<file path="config.mk">
export PLATFORM = sky130hd
export DESIGN_NAME = i2cam_top
export DESIGN_NICKNAME = d
export VERILOG_FILES = /design/src/pkg/i2cam_pkg.sv /design/src/verilog/i2cam_bus_mon.sv /design/src/verilog/i2cam_pin_sync.sv /design/src/verilog/i2cam_top.sv
export SDC_FILE = /design/constraint.sdc
export NUM_CORES = 1
export LEC_CHECK = 0
export BUFFER_PORTS_ARGS = -buffer_cell sky130_fd_sc_hd__buf_2
export CORE_AREA = 2 2 160 84
export CTS_BUF_LIST = sky130_fd_sc_hd__clkbuf_4 sky130_fd_sc_hd__clkbuf_8
export DETAILED_ROUTE_END_ITERATION = 12
export DIE_AREA = 0 0 162 86
export SLEW_MARGIN = 20
export SYNTH_ARGS = -nofsm -noshare
export SYNTH_HDL_FRONTEND = slang
export SYNTH_SLANG_ARGS = --single-unit
</file>
<file path="constraint.sdc">
create_clock -name core_clk -period 6.5 [get_ports core_clk]
set_input_delay 0.65 -clock core_clk [delete_from_list [all_inputs] [get_ports core_clk]]
set_output_delay 0.65 -clock core_clk [all_outputs]
set_load 0.01 [all_outputs]
</file>
<file path="src/pkg/i2cam_pkg.sv">
// i2cam_pkg: register map, field positions, reset values, timing and carrier types
// of the two-wire address/data block; shared by every design file of the block except i2cam_pin_sync.
// assumes a 100 MHz core clock and an 8-bit register port.
package i2cam_pkg;

  ////////////////////////////////////////////////////////////////////////////
  // register offsets on the plain register port
  localparam logic [4:0] OFS_ADDR_FMT = 5'h00;
  localparam logic [4:0] OFS_TX_DATA  = 5'h04;
  localparam logic [4:0] OFS_RX_DATA  = 5'h08;
  localparam logic [4:0] OFS_STATUS   = 5'h0C;
  localparam logic [4:0] OFS_CTL_ONE  = 5'h10;
  localparam logic [4:0] OFS_CTL_TWO  = 5'h14;
  localparam logic [4:0] OFS_MODE     = 5'h18;
  localparam logic [4:0] OFS_IRQ_EN   = 5'h1C;

  ////////////////////////////////////////////////////////////////////////////
  // field positions
  localparam int FMT_SEL_BIT    = 0;
  localparam int ADDR_MSB       = 7;
  localparam int ADDR_LSB       = 1;
  localparam int ST_TX_EMPTY    = 7;
  localparam int ST_TX_DONE     = 6;
  localparam int ST_RX_FULL     = 5;
  localparam int ST_NO_ACK      = 4;
  localparam int ST_STOP        = 3;
  localparam int ST_ADDR_MATCH  = 1;
  localparam int ST_GEN_CALL    = 0;
  localparam int C1_ENABLE      = 7;
  localparam int C1_MASTER      = 5;
  localparam int C1_TRANSMIT    = 4;
  localparam int C2_BUSY        = 7;
  localparam int C2_START_STOP  = 6;
  localparam int MODE_BIT_ORDER = 3;
  localparam int IEN_ACK_CHECK  = 0;
  localparam int IEN_RX_ACK     = 1;

  // status bits that software may clear by writing 0
  localparam logic [7:0] ST_SW_CLR_MASK = 8'h7B;

  ////////////////////////////////////////////////////////////////////////////
  // reset values and fixed codes
  localparam logic [7:0] ADDR_FMT_RESET = 8'h00;
  localparam logic [7:0] TX_DATA_RESET  = 8'hFF;
  localparam logic [7:0] RX_DATA_RESET  = 8'hFF;
  localparam logic [6:0] GEN_CALL_ADDR  = 7'h00;
  localparam logic [3:0] FRAME_BITS     = 4'h8;
  localparam logic [3:0] LAST_BIT       = 4'h7;

  ////////////////////////////////////////////////////////////////////////////
  // timing: half an SCL period, least time so rounded up
  localparam int CLK_PERIOD_NS = 10;
  localparam int SCL_HALF_NS   = 5000;
  localparam int SCL_HALF_CYC  = (SCL_HALF_NS + CLK_PERIOD_NS - 1) / CLK_PERIOD_NS;
  localparam logic [9:0] SCL_HALF_RELOAD = 10'(SCL_HALF_CYC - 1);

  ////////////////////////////////////////////////////////////////////////////
  // carriers and states
  typedef struct packed {
    logic [4:0] addr;
    logic [7:0] wdata;
    logic       wr;
    logic       rd;
  } i2cam_req_t;

  typedef struct packed {
    logic start;
    logic stop;
    logic scl_rise;
    logic scl_fall;
    logic busy;
  } i2cam_evt_t;

  typedef enum logic [9:0] {
    M_IDLE     = 10'h001,
    M_START    = 10'h002,
    M_HOLD     = 10'h004,
    M_BIT_LO   = 10'h008,
    M_BIT_HI   = 10'h010,
    M_ACK_LO   = 10'h020,
    M_ACK_HI   = 10'h040,
    M_STOP_LO  = 10'h080,
    M_STOP_HI  = 10'h100,
    M_STOP_REL = 10'h200
  } i2cam_mst_t;

  typedef enum logic [4:0] {
    S_IDLE = 5'h01,
    S_ADDR = 5'h02,
    S_DATA = 5'h04,
    S_ACK  = 5'h08,
    S_SKIP = 5'h10
  } i2cam_slv_t;

  // mirror a byte end for end
  function automatic logic [7:0] rev8(input logic [7:0] v);
    logic [7:0] r;
    r = 8'h00;
    for (int i = 0; i < 8; i++) begin
      r[i] = v[7 - i];
    end
    return r;
  endfunction : rev8

endpackage : i2cam_pkg

</file>
<file path="src/verilog/i2cam_bus_mon.sv">
// i2cam_bus_mon: watches synchronised SCL/SDA for start, stop and clock edges,
// and tracks whether the bus is taken. assumes synchronised inputs.
`timescale 1ns/1ps
`default_nettype none
module i2cam_bus_mon (
  input  wire logic              core_clk,
  input  wire logic              rst,
  input  wire logic              scl_s,
  input  wire logic              sda_s,
  output var i2cam_pkg::i2cam_evt_t evt
);
  logic scl_q;
  logic sda_q;
  logic busy_q;
  logic start_w;
  logic stop_w;

  // conditions are SDA moving while SCL stays high
  assign start_w = scl_s & scl_q & sda_q & ~sda_s;
  assign stop_w  = scl_s & scl_q & ~sda_q & sda_s;

  assign evt.start    = start_w;
  assign evt.stop     = stop_w;
  assign evt.scl_rise = scl_s & ~scl_q;
  assign evt.scl_fall = ~scl_s & scl_q;
  assign evt.busy     = busy_q;

  // previous levels and busy tracking
  always_ff @(posedge core_clk or posedge rst) begin
    if (rst) begin
      scl_q  <= 1'b1;
      sda_q  <= 1'b1;
      busy_q <= 1'b0;
    end else begin
      scl_q  <= scl_s;
      sda_q  <= sda_s;
      busy_q <= start_w | (busy_q & ~stop_w);
    end
  end
endmodule : i2cam_bus_mon
`default_nettype wire

</file>
<file path="src/verilog/i2cam_pin_sync.sv">
// i2cam_pin_sync: two-stage synchroniser for the SCL and SDA pin levels.
// assumes the pins idle high through external pull-ups.
`timescale 1ns/1ps
`default_nettype none
module i2cam_pin_sync (
  input  wire logic core_clk,
  input  wire logic rst,
  input  wire logic scl_in,
  input  wire logic sda_in,
  output logic      scl_s,
  output logic      sda_s
);
  logic [1:0] meta_q;

  // first stage feeds only the second; idle-high reset avoids a false start
  always_ff @(posedge core_clk or posedge rst) begin
    if (rst) begin
      meta_q <= 2'h3;
      scl_s  <= 1'b1;
      sda_s  <= 1'b1;
    end else begin
      meta_q <= {scl_in, sda_in};
      scl_s  <= meta_q[1];
      sda_s  <= meta_q[0];
    end
  end
endmodule : i2cam_pin_sync
`default_nettype wire

</file>
<file path="src/verilog/i2cam_top.sv">
// i2cam_top: two-wire bus block with master transmit, slave address match,
// data holding registers and flag status, reached over a plain register port.
// assumes open-drain pins with pull-ups and a 100 MHz core clock.
//
// Operation
// - own address or general call sets match
// - match flag cleared by zero after read
// - general call flag set, cleared likewise
// - writing one never sets a flag
// - compare seven address bits in slave mode
// - bit 0 format, bits 7-1 address
// - tx holding resets FF, feeds empty shifter
// - new byte accepted while shifter busy
// - bit order set returns reversed byte
// - rx holding resets FF, loads per byte
// - shifter hidden from software
// - first frame is address plus direction
// - start is SDA falling, SCL high
// - stop is SDA rising, SCL high
// - direction one reads, zero writes
// - receiver pulls SDA low on ninth clock
// - busy one, control zero issues start
// - tx write clears empty, load sets it
// - done flag on ninth rise if empty
// - ack bit one means no acknowledge
// - SCL held low awaiting data or stop
// - stop after master transfer reverts slave
// - no-ack flag when checking enabled
// - stop flag after master frame
//
// The address map and the strobed register port were left to the implementer.
`timescale 1ns/1ps
`default_nettype none
module i2cam_top (
  input  wire logic              core_clk,
  input  wire logic              rst,
  input  wire i2cam_pkg::i2cam_req_t req,
  output logic [7:0]             rdata,
  input  wire logic              scl_in,
  output logic                   scl_out,
  output logic                   scl_oe,
  input  wire logic              sda_in,
  output logic                   sda_out,
  output logic                   sda_oe
);

  ////////////////////////////////////////////////////////////////////////////
  // declarations
  logic                  scl_s;
  logic                  sda_s;
  i2cam_pkg::i2cam_evt_t evt;
  i2cam_pkg::i2cam_mst_t mst_q;
  i2cam_pkg::i2cam_mst_t mst_d;
  i2cam_pkg::i2cam_slv_t slv_q;
  i2cam_pkg::i2cam_slv_t slv_d;
  logic [7:0] addr_fmt_q;
  logic [7:0] tx_hold_q;
  logic [7:0] rx_hold_q;
  logic [7:0] shift_q;
  logic [7:0] shift_d;
  logic [7:0] flag_q;
  logic [7:0] flag_d;
  logic [7:0] armed_q;
  logic [7:0] flag_set;
  logic [7:0] hw_clr;
  logic [7:0] sw_clr;
  logic [7:0] rd_mux;
  logic [3:0] cnt_q;
  logic [3:0] cnt_d;
  logic [9:0] tmr_q;
  logic       sh_full_q;
  logic       enable_q;
  logic       master_q;
  logic       transmit_q;
  logic       order_q;
  logic       ack_chk_q;
  logic       rx_ack_q;
  logic       stop_req_q;
  logic       xfer_q;
  logic       addr_ph_q;

  // register port decode
  logic wr_addr_fmt, wr_tx, wr_status, wr_ctl1, wr_ctl2, wr_mode, wr_ien;
  logic rd_rx, rd_status;
  // bus-side events
  logic half_done, bit_end, ack_rise, byte_end, sh_load;
  logic start_go, stop_go, stop_seen, mst_active;
  logic slv_on, slv_shift, byte_in, addr_hit, gc_hit, match_ev, rx_load;
  logic ack_end, scl_low_m, sda_low_m;

  ////////////////////////////////////////////////////////////////////////////
  // pin conditioning and bus watching
  i2cam_pin_sync u_sync (
    .core_clk (core_clk),
    .rst      (rst),
    .scl_in   (scl_in),
    .sda_in   (sda_in),
    .scl_s    (scl_s),
    .sda_s    (sda_s)
  );

  i2cam_bus_mon u_mon (
    .core_clk (core_clk),
    .rst      (rst),
    .scl_s    (scl_s),
    .sda_s    (sda_s),
    .evt      (evt)
  );

  ////////////////////////////////////////////////////////////////////////////
  // register port decode
  assign wr_addr_fmt = req.wr & (req.addr == i2cam_pkg::OFS_ADDR_FMT);
  assign wr_tx       = req.wr & (req.addr == i2cam_pkg::OFS_TX_DATA);
  assign wr_status   = req.wr & (req.addr == i2cam_pkg::OFS_STATUS);
  assign wr_ctl1     = req.wr & (req.addr == i2cam_pkg::OFS_CTL_ONE);
  assign wr_ctl2     = req.wr & (req.addr == i2cam_pkg::OFS_CTL_TWO);
  assign wr_mode     = req.wr & (req.addr == i2cam_pkg::OFS_MODE);
  assign wr_ien      = req.wr & (req.addr == i2cam_pkg::OFS_IRQ_EN);
  assign rd_rx       = req.rd & (req.addr == i2cam_pkg::OFS_RX_DATA);
  assign rd_status   = req.rd & (req.addr == i2cam_pkg::OFS_STATUS);

  // read selection; the shifter has no address, unmapped reads give zero
  assign rd_mux =
    (req.addr == i2cam_pkg::OFS_ADDR_FMT) ? addr_fmt_q :
    (req.addr == i2cam_pkg::OFS_TX_DATA)  ? (order_q ? i2cam_pkg::rev8(tx_hold_q) : tx_hold_q) :
    (req.addr == i2cam_pkg::OFS_RX_DATA)  ? rx_hold_q :
    (req.addr == i2cam_pkg::OFS_STATUS)   ? flag_q :
    (req.addr == i2cam_pkg::OFS_CTL_ONE)  ? ({7'h00, enable_q} << i2cam_pkg::C1_ENABLE)
                                          | ({7'h00, master_q} << i2cam_pkg::C1_MASTER)
                                          | ({7'h00, transmit_q} << i2cam_pkg::C1_TRANSMIT) :
    (req.addr == i2cam_pkg::OFS_CTL_TWO)  ? ({7'h00, evt.busy | mst_active} << i2cam_pkg::C2_BUSY) :
    (req.addr == i2cam_pkg::OFS_MODE)     ? ({7'h00, order_q} << i2cam_pkg::MODE_BIT_ORDER) :
    (req.addr == i2cam_pkg::OFS_IRQ_EN)   ? ({7'h00, ack_chk_q} << i2cam_pkg::IEN_ACK_CHECK)
                                          | ({7'h00, rx_ack_q} << i2cam_pkg::IEN_RX_ACK) :
    8'h00;

  ////////////////////////////////////////////////////////////////////////////
  // master transmit sequencing
  assign half_done  = (tmr_q == 10'h000);
  assign mst_active = (mst_q != i2cam_pkg::M_IDLE);
  // start only from an idle, free bus in master transmit, two-wire format
  assign start_go = wr_ctl2 & req.wdata[i2cam_pkg::C2_BUSY] & ~req.wdata[i2cam_pkg::C2_START_STOP]
                  & enable_q & master_q & transmit_q & ~addr_fmt_q[i2cam_pkg::FMT_SEL_BIT]
                  & ~evt.busy & ~mst_active;
  assign stop_go  = wr_ctl2 & ~req.wdata[i2cam_pkg::C2_BUSY] & ~req.wdata[i2cam_pkg::C2_START_STOP]
                  & mst_active;
  assign bit_end  = (mst_q == i2cam_pkg::M_BIT_HI) & half_done;
  assign ack_rise = (mst_q == i2cam_pkg::M_ACK_LO) & half_done; // ninth SCL rise
  assign byte_end = (mst_q == i2cam_pkg::M_ACK_HI) & half_done;
  // empty shifter takes the holding byte only in M_START or M_HOLD, so SCL stays low between bytes until it loads
  assign sh_load  = ~sh_full_q & ~flag_q[i2cam_pkg::ST_TX_EMPTY]
                  & ((mst_q == i2cam_pkg::M_START) | (mst_q == i2cam_pkg::M_HOLD));
  assign stop_seen = evt.stop & xfer_q;

  // master state transitions; each timed state lasts half an SCL period
  always_comb begin
    mst_d = mst_q;
    case (mst_q)
      i2cam_pkg::M_IDLE:     if (start_go) mst_d = i2cam_pkg::M_START;
      i2cam_pkg::M_START:    if (half_done) mst_d = i2cam_pkg::M_HOLD;
      i2cam_pkg::M_HOLD: begin
        if (stop_req_q) mst_d = i2cam_pkg::M_STOP_LO;
        else if (sh_full_q) mst_d = i2cam_pkg::M_BIT_LO;
      end
      i2cam_pkg::M_BIT_LO:   if (half_done) mst_d = i2cam_pkg::M_BIT_HI;
      i2cam_pkg::M_BIT_HI: begin
        if (half_done) mst_d = (cnt_q == i2cam_pkg::LAST_BIT) ? i2cam_pkg::M_ACK_LO : i2cam_pkg::M_BIT_LO;
      end
      i2cam_pkg::M_ACK_LO:   if (half_done) mst_d = i2cam_pkg::M_ACK_HI;
      i2cam_pkg::M_ACK_HI:   if (half_done) mst_d = i2cam_pkg::M_HOLD;
      i2cam_pkg::M_STOP_LO:  if (half_done) mst_d = i2cam_pkg::M_STOP_HI;
      i2cam_pkg::M_STOP_HI:  if (half_done) mst_d = i2cam_pkg::M_STOP_REL;
      i2cam_pkg::M_STOP_REL: if (half_done) mst_d = i2cam_pkg::M_IDLE;
      default:               mst_d = i2cam_pkg::M_IDLE;
    endcase
  end

  // pin drive from the master: SCL low while waiting keeps the slave paced
  assign scl_low_m = (mst_q == i2cam_pkg::M_HOLD) | (mst_q == i2cam_pkg::M_BIT_LO)
                   | (mst_q == i2cam_pkg::M_ACK_LO) | (mst_q == i2cam_pkg::M_STOP_LO);
  // SDA falls with SCL high for start, rises with SCL high for stop
  assign sda_low_m = (mst_q == i2cam_pkg::M_START) | (mst_q == i2cam_pkg::M_STOP_LO)
                   | (mst_q == i2cam_pkg::M_STOP_HI)
                   | (((mst_q == i2cam_pkg::M_BIT_LO) | (mst_q == i2cam_pkg::M_BIT_HI)) & ~shift_q[7]);

  ////////////////////////////////////////////////////////////////////////////
  // slave receive: address phase and data bytes
  assign slv_on    = enable_q & ~master_q & ~transmit_q & ~addr_fmt_q[i2cam_pkg::FMT_SEL_BIT];
  assign slv_shift = evt.scl_rise & ((slv_q == i2cam_pkg::S_ADDR) | (slv_q == i2cam_pkg::S_DATA))
                   & (cnt_q != i2cam_pkg::FRAME_BITS);
  assign byte_in   = evt.scl_fall & ((slv_q == i2cam_pkg::S_ADDR) | (slv_q == i2cam_pkg::S_DATA))
                   & (cnt_q == i2cam_pkg::FRAME_BITS);
  assign gc_hit    = (shift_q[7:1] == i2cam_pkg::GEN_CALL_ADDR);
  assign addr_hit  = (shift_q[7:1] == addr_fmt_q[i2cam_pkg::ADDR_MSB:i2cam_pkg::ADDR_LSB]) | gc_hit;
  assign match_ev  = byte_in & (slv_q == i2cam_pkg::S_ADDR) & addr_hit;
  assign rx_load   = match_ev | (byte_in & (slv_q == i2cam_pkg::S_DATA));
  assign ack_end   = (slv_q == i2cam_pkg::S_ACK) & evt.scl_fall;

  // slave states; a read request (direction one) is not served here
  always_comb begin
    slv_d = slv_q;
    if (!slv_on) begin
      slv_d = i2cam_pkg::S_IDLE;
    end else if (evt.start) begin
      slv_d = i2cam_pkg::S_ADDR;
    end else if (evt.stop) begin
      slv_d = i2cam_pkg::S_IDLE;
    end else begin
      case (slv_q)
        i2cam_pkg::S_IDLE: slv_d = i2cam_pkg::S_IDLE;
        i2cam_pkg::S_SKIP: slv_d = i2cam_pkg::S_SKIP;
        i2cam_pkg::S_ADDR: if (byte_in) slv_d = addr_hit ? i2cam_pkg::S_ACK : i2cam_pkg::S_SKIP;
        i2cam_pkg::S_DATA: if (byte_in) slv_d = i2cam_pkg::S_ACK;
        i2cam_pkg::S_ACK: begin
          if (evt.scl_fall) slv_d = (addr_ph_q & shift_q[0]) ? i2cam_pkg::S_SKIP : i2cam_pkg::S_DATA;
        end
        default: slv_d = i2cam_pkg::S_IDLE;
      endcase
    end
  end

  ////////////////////////////////////////////////////////////////////////////
  // shared shifter and bit counter; master owns them while active
  always_comb begin
    shift_d = shift_q;
    cnt_d   = cnt_q;
    if (sh_load) begin
      shift_d = order_q ? i2cam_pkg::rev8(tx_hold_q) : tx_hold_q;
      cnt_d   = 4'h0;
    end else if (bit_end) begin
      shift_d = {shift_q[6:0], 1'b1};
      cnt_d   = cnt_q + 4'h1;
    end else if (evt.start | ack_end) begin
      cnt_d   = 4'h0;
    end else if (slv_shift) begin
      shift_d = {shift_q[6:0], sda_s};
      cnt_d   = cnt_q + 4'h1;
    end
  end

  ////////////////////////////////////////////////////////////////////////////
  // status flags: hardware set beats any clear in the same cycle
  assign flag_set[i2cam_pkg::ST_TX_EMPTY]   = sh_load | start_go;
  assign flag_set[i2cam_pkg::ST_TX_DONE]    = ack_rise & flag_q[i2cam_pkg::ST_TX_EMPTY];
  assign flag_set[i2cam_pkg::ST_RX_FULL]    = rx_load;
  assign flag_set[i2cam_pkg::ST_NO_ACK]     = byte_end & sda_s & ack_chk_q;
  assign flag_set[i2cam_pkg::ST_STOP]       = stop_seen;
  assign flag_set[2]                        = 1'b0;
  assign flag_set[i2cam_pkg::ST_ADDR_MATCH] = match_ev;
  assign flag_set[i2cam_pkg::ST_GEN_CALL]   = match_ev & gc_hit;

  // a tx write empties the holding flag and the done flag; an rx read drains
  assign hw_clr = ({7'h00, wr_tx} << i2cam_pkg::ST_TX_EMPTY)
                | ({7'h00, wr_tx} << i2cam_pkg::ST_TX_DONE)
                | ({7'h00, rd_rx} << i2cam_pkg::ST_RX_FULL);
  // zero clears only a bit seen as one; a written one is ignored
  assign sw_clr = {8{wr_status}} & ~req.wdata & armed_q & i2cam_pkg::ST_SW_CLR_MASK;
  assign flag_d = (flag_q & ~(sw_clr | hw_clr)) | flag_set;

  ////////////////////////////////////////////////////////////////////////////
  // registers written by software
  always_ff @(posedge core_clk or posedge rst) begin
    if (rst) begin
      addr_fmt_q <= i2cam_pkg::ADDR_FMT_RESET;
      tx_hold_q  <= i2cam_pkg::TX_DATA_RESET;
      order_q    <= 1'b0;
      ack_chk_q  <= 1'b0;
      enable_q   <= 1'b0;
    end else begin
      if (wr_addr_fmt) addr_fmt_q <= req.wdata;
      if (wr_tx) tx_hold_q <= req.wdata;
      if (wr_mode) order_q <= req.wdata[i2cam_pkg::MODE_BIT_ORDER];
      if (wr_ien) ack_chk_q <= req.wdata[i2cam_pkg::IEN_ACK_CHECK];
      if (wr_ctl1) enable_q <= req.wdata[i2cam_pkg::C1_ENABLE];
    end
  end

  // mode bits; a stop after a master frame returns to slave receive
  always_ff @(posedge core_clk or posedge rst) begin
    if (rst) begin
      master_q   <= 1'b0;
      transmit_q <= 1'b0;
    end else if (stop_seen) begin
      master_q   <= 1'b0;
      transmit_q <= 1'b0;
    end else if (wr_ctl1) begin
      master_q   <= req.wdata[i2cam_pkg::C1_MASTER];
      transmit_q <= req.wdata[i2cam_pkg::C1_TRANSMIT];
    end
  end

  // flags and their read arming
  always_ff @(posedge core_clk or posedge rst) begin
    if (rst) begin
      flag_q  <= 8'h00;
      armed_q <= 8'h00;
    end else begin
      flag_q  <= flag_d;
      armed_q <= (armed_q | ({8{rd_status}} & flag_q)) & flag_d;
    end
  end

  ////////////////////////////////////////////////////////////////////////////
  // bus engine state
  always_ff @(posedge core_clk or posedge rst) begin
    if (rst) begin
      mst_q   <= i2cam_pkg::M_IDLE;
      slv_q   <= i2cam_pkg::S_IDLE;
      tmr_q   <= i2cam_pkg::SCL_HALF_RELOAD;
      shift_q <= 8'hFF;
      cnt_q   <= 4'h0;
    end else begin
      mst_q   <= mst_d;
      slv_q   <= slv_d;
      tmr_q   <= (mst_d != mst_q) ? i2cam_pkg::SCL_HALF_RELOAD : (half_done ? tmr_q : tmr_q - 10'h001);
      shift_q <= shift_d;
      cnt_q   <= cnt_d;
    end
  end

  // shifter occupancy, acknowledge capture and stop request
  always_ff @(posedge core_clk or posedge rst) begin
    if (rst) begin
      sh_full_q  <= 1'b0;
      rx_ack_q   <= 1'b0;
      stop_req_q <= 1'b0;
      xfer_q     <= 1'b0;
    end else begin
      sh_full_q  <= sh_load | (sh_full_q & ~byte_end) ;
      if (byte_end) rx_ack_q <= sda_s;
      stop_req_q <= stop_go | (stop_req_q & (mst_q != i2cam_pkg::M_STOP_LO));
      xfer_q     <= byte_end | (xfer_q & ~evt.stop);
    end
  end

  // received byte hand-off; software cannot write this register
  always_ff @(posedge core_clk or posedge rst) begin
    if (rst) begin
      rx_hold_q <= i2cam_pkg::RX_DATA_RESET;
      addr_ph_q <= 1'b0;
    end else begin
      if (rx_load) rx_hold_q <= shift_q;
      addr_ph_q <= match_ev | (addr_ph_q & ~ack_end);
    end
  end

  ////////////////////////////////////////////////////////////////////////////
  // pin drivers and read data; open drain, so only the enables move
  always_ff @(posedge core_clk or posedge rst) begin
    if (rst) begin
      scl_oe <= 1'b0;
      sda_oe <= 1'b0;
      rdata  <= 8'h00;
    end else begin
      scl_oe <= scl_low_m;
      sda_oe <= sda_low_m | (slv_q == i2cam_pkg::S_ACK);
      rdata  <= req.rd ? rd_mux : 8'h00;
    end
  end

  assign scl_out = 1'b0;
  assign sda_out = 1'b0;

endmodule : i2cam_top
`default_nettype wire
</file>
== Word-level counts from Yosys, hierarchy flattened ==
Cells that the tools add are included.

* Equal/unequal tests: 33
* Reductions and logical operators: 9
* Muxes and demuxes: 45
* $add $sub $neg: 2
* Bitwise logic cells: 107

{| class="wikitable"
|+ Operator list
! kind !! number
|-
| $mux W10 || 12
|-
| $mux W8 || 12
|-
| $pmux W10 S9 || 1
|-
| $and A1 B1 Y1 || 55
|-
| $mux W5 || 8
|-
| $eq A5 B5 Y1 const B || 5
|-
| $and A8 B8 Y8 || 3
|-
| $mux W4 || 5
|-
| $or A1 B1 Y1 || 20
|-
| $pmux W5 S4 || 1
|-
| $not A1 Y1 || 17
|-
| $or A8 B6 Y8 || 2
|-
| $or A8 B8 Y8 || 2
|-
| $eq A5 B4 Y1 const B || 3
|-
| $ne A5 B3 Y1 const B || 3
|-
| $and A7 B7 Y7 || 2
|-
| $eq A10 B1 Y1 const B || 1
|-
| $eq A10 B10 Y1 const B || 1
|-
| $eq A10 B2 Y1 const B || 1
|-
| $eq A10 B3 Y1 const B || 1
|-
| $eq A10 B4 Y1 const B || 1
|-
| $eq A10 B5 Y1 const B || 1
|-
| $eq A10 B6 Y1 const B || 1
|-
| $eq A10 B7 Y1 const B || 1
|-
| other kinds (33) || 37
|}

* Bits of input ports: 19
* Register bits: 104
* Word-level logic and storage cells: 225
* Output and inout port bits: 12

== Logic depth before layout (Yosys ltp) ==
Gate-level depths: netlist of the first run.

* Depth after elaboration: 14
* Gate-level depth with buffers: 8
* Gate-level depth less buffers: 8

== By module ==
Synthesis of the first run repeated with hierarchy kept, for this count alone.

* Cell total of the unflattened synthesis: 541
* Area, all modules: 5517.8 um^2

{| class="wikitable"
|+ Modules (own cells, without submodules)
! module !! area each (um^2) !! seq. area each (um^2) !! instances !! cells an instance
|-
| i2cam_top || 5246.3 || 2393.5 || 1 || 521
|-
| i2cam_bus_mon || 162.7 || 77.6 || 1 || 15
|-
| i2cam_pin_sync || 108.9 || 105.1 || 1 || 5
|}

== Least setup slack after synthesis of the first run ==
Ideal clock, no wire load.

* Path type: in2reg
* Start: input req[14] (netlist name)
* End: register addr_fmt_q[0]
* Library setup time: 0.125 ns
* Slack: 4.363 ns
* Stages on the path: 6
* Path buffers: 1
* Required time: 6.375 ns
* Arrival time: 2.013 ns
* Cell sequence: clkbuf_1 inv_1 nand2_1 nor3_1 nand2_1 mux2_2

* Cells in the longest elaborated chain, start to end: 2

{| class="wikitable"
|+ Ends and longest elaborated chain
! item !! line !! RTL
|-
| from (decl) || i2cam_top.sv:37 || <nowiki>input wire i2cam_pkg::i2cam_req_t req,</nowiki>
|-
| $logic_not A5 Y1 || i2cam_top.sv:112 || <nowiki>assign wr_addr_fmt = req.wr & (req.addr == i2cam_pkg::OFS_ADDR_FMT);</nowiki>
|-
| $and A1 B1 Y1 || i2cam_top.sv:112 ||
|-
| to (signal assigned) || i2cam_top.sv:264 || <nowiki>addr_fmt_q <= i2cam_pkg::ADDR_FMT_RESET;</nowiki>
|-
| to (signal assigned) || i2cam_top.sv:270 || <nowiki>if (wr_addr_fmt) addr_fmt_q <= req.wdata;</nowiki>
|-
| to (decl) || i2cam_top.sv:56 || <nowiki>logic [7:0] addr_fmt_q;</nowiki>
|}

Every way passes these cells.
A chain may end at the register's enable or synchronous reset.

== Worst setup path after layout of the first run ==
* Start: register tmr_q[3]
* End: register shift_q[7]

* Cells in the longest elaborated chain, start to end: 4
* Elaborated cells on any way between the ends: 7
* Classes of those cells: eq/ne (1); mux (2); bitwise (1); reduce/logical (3)

{| class="wikitable"
|+ Ends and longest elaborated chain
! item !! line !! RTL
|-
| from (decl) || i2cam_top.sv:70 || <nowiki>logic [9:0] tmr_q;</nowiki>
|-
| from (signal assigned) || i2cam_top.sv:309 || <nowiki>tmr_q <= i2cam_pkg::SCL_HALF_RELOAD;</nowiki>
|-
| from (signal assigned) || i2cam_top.sv:315 || <nowiki>tmr_q <= (mst_d != mst_q) ? i2cam_pkg::SCL_HALF_RELOAD : (half_done ? tmr_q : tmr_q - 10'h001);</nowiki>
|-
| $logic_not A10 Y1 * || i2cam_top.sv:139 || <nowiki>assign half_done = (tmr_q == 10'h000);</nowiki>
|-
| $and A1 B1 Y1 * || i2cam_top.sv:147 || <nowiki>assign bit_end = (mst_q == i2cam_pkg::M_BIT_HI) & half_done;</nowiki>
|-
| $ne A3 B3 Y1 (no line), or another cell as far along || - ||
|-
| $reduce_and A2 Y1 (no line) / $mux W8 (equally long branches) || - ||
|-
| to (signal assigned) || i2cam_top.sv:316 || <nowiki>shift_q <= shift_d;</nowiki>
|-
| to (decl) || i2cam_top.sv:59 || <nowiki>logic [7:0] shift_q;</nowiki>
|}

Mark *: on every way between the ends. The rest lies on a longest branch, timed or not.

==> run summary, run 1 <==
Top FF cell, synth = dfrtp_1
fin crit share = 42.0%
die width = 162 µm
Post-CTS Hold Buffers = 0
largest net degree at the start of global routing = 80
Critical Path RT = 6.80 ns
Ports = 31
CTS buffer count = 9
CP Cell Sequence = nor3_1, and3_1, and3_1, nor2_1, nand2_2, mux2_2
row count = 29
Via Count = 4178
most frequent cells in the layout = dfrtp_1 (62), nand2_1 (58), dfstp_2 (39)
PnR worst setup slack = 3.77 ns
DP HPWL = 10400 µm
critical path's most frequent cell = and3_1
fraction of registers with async set/reset = 100%
die area = 0.0139 mm²
Total Wirelength = 14100 µm
first-pass GRT wire length = 22000 µm
htree depth = 3
number of setup violations in the final report = 0
Post-Syn Area = 0.00528 mm²
CORE AREA = 0.0124 mm²
worst slew pin tran = 0.975 ns
CTS max path bufs = 2
Wirelength per Cell = 19.6 µm
Setup Buffers After CTS = 0
slowest cell on the critical path = and3_1
GRT Total Usage = 20.9%
Yosys reg bits = 101
Post-synth EDFFs = 0
initial antenna violation count = 0
Hold Vio Cnt, Final = 0
Clock transition at path regs = 0.11 ns
Detail Route Antenna Nets = 0
Layout Nets = 566
global route total overflow = 0
Setup crit start kind = register
CP delay by family, top = simple AND/OR/NAND/NOR gates
Max Clock Skew = 0.0131 ns
highest clock rate = 366 MHz
first-pass detailed-route iteration total = 5
Max Fanout on Critical Path = 13
Gate Count Post-Synth = 524
Avg Inst Size Synth = 10.1 µm²
Worst slew margin = 34.4%
worst skew pair latency = 0.38 ns
arrival time at the worst endpoint = 3.04 ns
Netlist cell types = 67
Place WS = 3.70 ns
Seq/Total Area, Yosys = 48.8%
status = complete, no violations
RSZ-0062 raised after global routing = no
vias in the first global route = 3824
Sink Count = 101
hold crit path type = in -> async
WS Path Type = reg -> reg
PwrDens = 233 mW/mm²
share of layout cells above drive strength 1 = 24.0%
Initial Utilization = 42.5%
DRC viols = 0
Final min period = 2.73 ns
Leakage Power = 2.47 nW
slowest stage delay, CP = 0.65 ns
maximum vdd drop = 0.127 mV
Critical Path Sink Type = register
max-cap violations = 0
Slew Viols, Final = 0
Via density = 5.81
initial DRC count = 424
Root Buffer = clkbuf_8
CTS tree = done
setup TNS = 0 ns
fillers = 1165
Layout area overhead = 9.61%
most common cell after layout, fill and taps aside = dfrtp_1
n_diodes = 0
post_cts resized = 0
PortBufs = 28
Die Ht = 86 µm
synth warn = 0
routability congestion estimate = 0.918
worst path buffer plus inverter count = 0
state kept, by name (all words and copies together), names as in the netlist, 2 cells and up:
name and cells:
mst_q 10, tmr_q 10, addr_fmt_q 8, rdata 8
rx_hold_q 8, shift_q 8, tx_hold_q 8, flag_q 7
armed_q 6, slv_q 5, cnt_q 4, u_sync.meta_q 2
logic make-up after synthesis:
kind of cell,after synthesis,synth area share (%)
XOR/XNOR,19,3.15
multiplexers,49,10.2
other,1,0.0711
AND/OR/NAND/NOR,198,19.9
adder cells (fa/ha/maj),3,0.712
flip-flops,101,48.8
AO/OA/AOI/OAI,109,13.6
buffers and inverters,44,3.56
path summary, 6_finish.rpt:
path	from	endpoint	slack, ns	depth (start not counted)
worst max-delay path	tmr_q[3]	shift_q[7]	3.77	6
worst min-delay path	rst	scl_oe	0.21	2
worst max register to register	tmr_q[3]	shift_q[7]	3.77	6
worst min register to register	u_sync.meta_q[1]	u_sync.scl_s	0.36	0
max in group asynchronous	rst	tx_hold_q[2]	5.21	4
min in group core_clk	sda_in	u_sync.meta_q[0]	0.36	1
power by group:
| part | total (mW) | internal, mW | switching, mW |
|---|---|---|---|
| Sequential | 0.751 | 0.694 | 0.0564 |
| Combinational | 0.160 | 0.0691 | 0.0911 |
| Clock | 0.435 | 0.188 | 0.246 |
per-stage QoR:
step	area [µm²]	std cells	hold WS (ns)	util (%)	power (mW)
after floorplan	5280	525	0.345	-	0.851
after global placement	5540	702	0.346	44.6	0.907
after detailed placement	5540	702	0.350	44.6	0.914
after CTS	5750	718	0.203	46.4	1.35
after global routing	5780	719	0.211	46.6	1.41
final	5780	719	0.208	46.6	1.35
synth_stat cells, drive strengths merged (5+ instances only):
| cell | n | share of area [%] |
|---|---|---|
| nor3 | 11 | 1.0 |
| a21boi | 5 | 0.78 |
| and3 | 7 | 0.83 |
| a22o | 9 | 1.5 |
| nand2 | 59 | 4.2 |
| inv | 21 | 1.5 |
| nor2b | 8 | 0.95 |
| o211ai | 10 | 1.4 |
| dfstp | 39 | 19 |
| dfrtp | 62 | 29 |
| o21ai | 33 | 3.1 |
| a31oi | 8 | 0.95 |
| mux2 | 38 | 8.1 |
| nand3 | 23 | 2.5 |
| nand4 | 7 | 0.83 |
| nor2 | 38 | 2.7 |
| buf | 9 | 1.1 |
| a21oi | 17 | 1.6 |
| xor2 | 13 | 2.2 |
| nand2b | 10 | 1.2 |
| clkbuf | 14 | 1.0 |
| xnor2 | 6 | 1.0 |
| nor4 | 11 | 1.7 |
| mux2i | 11 | 2.1 |
layout make-up:
class | count | area, µm² | area share, %
multi-input cells | 380 | 2520 | 43.7
well taps | 170 | 213 | 3.68
repair buffers | 31 | 175 | 3.03
flip-flops and latches | 101 | 2580 | 44.6
clock buffers | 9 | 124 | 2.14
clock inverters | 7 | 87.6 | 1.51
inverters | 21 | 81.3 | 1.41
metal layers:
layer	track usage, %	wire length [µm]
met1	31.9	7080
met5	0	0
met4	4.34	110
met3	9.09	1640
met2	26.8	5240
worst reg2reg max path, stage by stage, from the launching register on:
cell,delay [ns]
dfrtp_1,0.43
nor3_1,0.52
and3_1,0.65
and3_1,0.32
nor2_1,0.11
nand2_2,0.26
mux2_2,0.39
Note: power is estimated with default switching activity, not from simulation.
==> run 2, diff against run 1 <==
--- a/config.mk
+++ b/config.mk
@@ -5,11 +5,12 @@
 export SDC_FILE = /design/constraint.sdc
 export NUM_CORES = 1
 export LEC_CHECK = 0
+export ABC_AREA = 1
 export BUFFER_PORTS_ARGS = -buffer_cell sky130_fd_sc_hd__buf_2
-export CORE_AREA = 2 2 160 84
+export CORE_AREA = 2 2 164 86
 export CTS_BUF_LIST = sky130_fd_sc_hd__clkbuf_4 sky130_fd_sc_hd__clkbuf_8
 export DETAILED_ROUTE_END_ITERATION = 12
-export DIE_AREA = 0 0 162 86
+export DIE_AREA = 0 0 166 88
 export SLEW_MARGIN = 20
 export SYNTH_ARGS = -nofsm -noshare
 export SYNTH_HDL_FRONTEND = slang
==> constraint.sdc (replaced) <==
create_clock -name core_clk -period 2.4 [get_ports core_clk]
set_input_delay 0.24 -clock core_clk [delete_from_list [all_inputs] [get_ports core_clk]]
set_output_delay 0.24 -clock core_clk [all_outputs]
set_load 0.01 [all_outputs]
==> run summary, run 2 <==
GRT Total Usage = 21.5% (was 20.9%)
DP HPWL = 11400 µm (was 10400 µm)
Critical Path RT = 2.67 ns (was 6.80 ns)
failing checks = negative hold slack
initial antenna violation count = 0 (unchanged)
Largest regs = mst_q (10), tmr_q (10) (unchanged)
Sink Count = 101 (unchanged)
synth top area cells = dfrtp_1 (28%), dfstp_2 (18%), nand2_1 (12%) (was dfrtp_1 (29%), dfstp_2 (19%), mux2_2 (6.6%))
WL met1 = 8160 µm (was 7080 µm)
slowest stage delay, CP = 0.56 ns (was 0.65 ns)
setup TNS = 0 ns (unchanged)
fraction of registers with async set/reset = 100% (unchanged)
Critical Path Sink Type = register (unchanged)
DRC viols = 0 (unchanged)
Via Count = 4698 (was 4178)
fin crit share = 89.3% (was 42.0%)
commonest cells in the netlist = nand2_1 (171), inv_1 (81), dfrtp_1 (62), nor2_1 (62), o21ai_0 (58) (was dfrtp_1 (62), nand2_1 (58), dfstp_2 (39), nor2_1 (38), o21ai_0 (33))
Detail Route Antenna Nets = 0 (unchanged)
CTS max path bufs = 2 (unchanged)
worst skew pair latency = 0.39 ns (was 0.38 ns)
slowest cell on the critical path = dfstp_2 (was and3_1)
arrival time at the worst endpoint = 2.42 ns (was 3.04 ns)
max-cap violations = 0 (unchanged)
initial DRC count = 412 (was 424)
CP Cell Sequence = inv_1, ha_1, nand2_1, nor2_2, nand2_2, inv_1, nand2_4, clkinv_4, nand2_2, nand2_1, nor2_2, inv_2, nand2_1, o21ai_1 (was nor3_1, and3_1, and3_1, nor2_1, nand2_2, mux2_2)
number of setup violations in the final report = 0 (unchanged)
Layout Nets = 747 (was 566)
WS Path Type = reg -> reg (unchanged)
Post-Syn Area = 0.00555 mm² (was 0.00528 mm²)
die area = 0.0146 mm² (was 0.0139 mm²)
routability congestion estimate = 0.897 (was 0.918)
Total Wirelength = 14700 µm (was 14100 µm)
largest net degree at the start of global routing = 39 (was 80)
first-pass GRT wire length = 24100 µm (was 22000 µm)
most frequent cell after synthesis = nand2_1 (was dfrtp_1)
vias in the first global route = 4415 (was 3824)
Setup crit start kind = register (unchanged)
Yosys top cell area share = 28.0% (was 29.4%)
most common cell after layout, fill and taps aside = nand2_1 (was dfrtp_1)
Seq/Total Area, Yosys = 46.4% (was 48.8%)
Routed met3 length = 1060 µm (was 1640 µm)
critical path's most frequent cell = nand2_1 (was and3_1)
wire length on met2 = 5340 µm (was 5240 µm)
hold crit path type = in -> async (unchanged)
CP delay by family, top = simple AND/OR/NAND/NOR gates (unchanged)
RSZ-0062 raised after global routing = no (unchanged)
highest routed layer = met4 (unchanged)
PwrDens = 636 mW/mm² (was 233 mW/mm²)
Top FF cell, synth = dfrtp_1 (unchanged)
CTS tree = done (unchanged)
highest clock rate = 467 MHz (was 366 MHz)
share of layout cells above drive strength 1 = 21.6% (was 24.0%)
Final min period = 2.14 ns (was 2.73 ns)
CTS buffer count = 9 (unchanged)
Ports = 31 (unchanged)
Initial Utilization = 42.1% (was 42.5%)
worst path buffer plus inverter count = 4 (was 0)
Worst slew margin = 48.4% (was 34.4%)
n_diodes = 0 (unchanged)
Max Fanout on Critical Path = 18 (was 13)
Post-synth EDFFs = 0 (unchanged)
Hold WS = -0.0157 ns (was 0.208 ns)
Gate Count Post-Synth = 695 (was 524)
CORE AREA = 0.0132 mm² (was 0.0124 mm²)
htree depth = 3 (unchanged)
global route total overflow = 0 (unchanged)
utilization after layout = 46.1% (was 46.6%)
Layout area overhead = 9.45% (was 9.61%)
Via density = 5.19 (was 5.81)
Hold Vio Cnt, Final = 16 (was 0)
PortBufs = 28 (unchanged)
most frequent cells in the layout = nand2_1 (171), inv_1 (80), nor2_1 (62), dfrtp_1 (62), o21ai_0 (58) (was dfrtp_1 (62), nand2_1 (58), dfstp_2 (39))
Netlist cell types = 44 (was 67)
status = complete, but fails checks (was complete, no violations)
Clock transition at path regs = 0.10 ns (was 0.11 ns)
Setup Buffers After CTS = 0 (unchanged)
first-pass detailed-route iteration total = 4 (was 5)
cell taking the most area after synthesis = dfrtp_1 (unchanged)
die width = 166 µm (was 162 µm)
synth warn = 0 (unchanged)
Yosys reg bits = 101 (unchanged)
Avg Inst Size Synth = 7.99 µm² (was 10.1 µm²)
row count = 30 (was 29)
Wirelength per Cell = 16.2 µm (was 19.6 µm)
Die Ht = 88 µm (was 86 µm)
Leakage Power = 2.92 nW (was 2.47 nW)
Max Clock Skew = 0.0136 ns (was 0.0131 ns)
worst slew pin tran = 0.772 ns (was 0.975 ns)
Slew Viols, Final = 0 (unchanged)
Root Buffer = clkbuf_8 (unchanged)
fillers = 1316 (was 1165)
maximum vdd drop = 0.271 mV (was 0.127 mV)
[run 2: changes by cell type after synthesis, moves of 9 or more]
cell / change
nand3_1: +25
a22o_1: -9
mux2_2: -31
nand2_2: +17
nand2b_1: -10
nand2_1: +113
clkbuf_1: -10
o21ai_1: +11
nor2_2: +11
o21ai_0: +25
nor2_1: +24
inv_1: +61
[run 2: per-layer routing]
layer	global-route usage, %	vias to the layer above
li1	-	2293
met1	35.7	2252
met2	27.2	142
met3	4.79	11
met4	4.74	0
met5	0	-
[run 2: what timing repair did]
| action | in CTS | in global routing |
|---|---|---|
| gates resized for setup | 0 | 1 |
| hold buffers | 2 | 0 |
| endpoints found under the hold margin | 2 | 0 |
| setup endpoints to repair | 0 | 3 |
[run 2: worst paths after layout]
check	cells past startpoint	start	end	slack, ns
worst max-delay path	14	tmr_q[0]	cnt_q[1]	0.26
worst min-delay path	2	rst	cnt_q[1]	-0.02
worst max register to register	14	tmr_q[0]	cnt_q[1]	0.26
worst min register to register	0	u_sync.meta_q[0]	u_sync.sda_s	0.36
max in group asynchronous	3	rst	tx_hold_q[6]	1.72
min in group core_clk	3	req[6]	transmit_q	0.15
[run 2: stage by stage]
| step | area (µm²) | std cells | hold WS [ns] | setup WS (ns) | total power, mW |
|---|---|---|---|---|---|
| global route | 6070 | 906 | 0.0121 | 0.0490 | 4.08 |
| floorplan | 5560 | 696 | 0.244 | 0.626 | 2.53 |
| finish | 6070 | 906 | -0.0157 | 0.257 | 3.87 |
| CTS | 6070 | 906 | 0.00364 | 0.186 | 3.88 |
| detailed placement | 5840 | 888 | 0.346 | 0.190 | 2.73 |
| global placement | 5840 | 888 | 0.346 | 0.318 | 2.70 |
[run 2: area by class of cell]
cell class	instances	area [µm²]	area share, %
Clock buffer	9	124	2.04
Timing Repair Buffer	35	223	3.67
Clock inverter	7	78.8	1.30
Multi-Input combinational cell	488	2500	41.2
Inverter	90	348	5.73
Sequential cell	101	2580	42.4
Tap cell	176	220	3.63
[run 2: worst reg2reg max path, cell delays in order (launching register included)]
cell	delay, ns
dfstp_2	0.56
inv_1	0.06
ha_1	0.22
nand2_1	0.12
nor2_2	0.05
nand2_2	0.06
inv_1	0.06
nand2_4	0.18
clkinv_4	0.14
nand2_2	0.14
nand2_1	0.09
nor2_2	0.15
inv_2	0.09
nand2_1	0.06
o21ai_1	0.06
[run 2: logic make-up (layout without fill, tap and decap cells)]
group / after synthesis / after routing / synth area share [%]
other: 1 / 2 / 0.0676
and+or+nand+nor: 360 / 360 / 30.8
xor gates and xnor gates: 13 / 13 / 2.05
adders and majority gates: 3 / 3 / 0.676
muxes: 4 / 4 / 0.721
buffers and inverters: 107 / 141 / 8.66
DFF: 101 / 101 / 46.4
AOI/OAI and AO/OA: 106 / 106 / 10.6
[run 2: report_power, final]
group | internal, mW | leakage [nW] | switching [mW]
logic | 0.227 | 1.60 | 0.348
registers | 1.94 | 1.21 | 0.200
clock network | 0.498 | 0.105 | 0.651
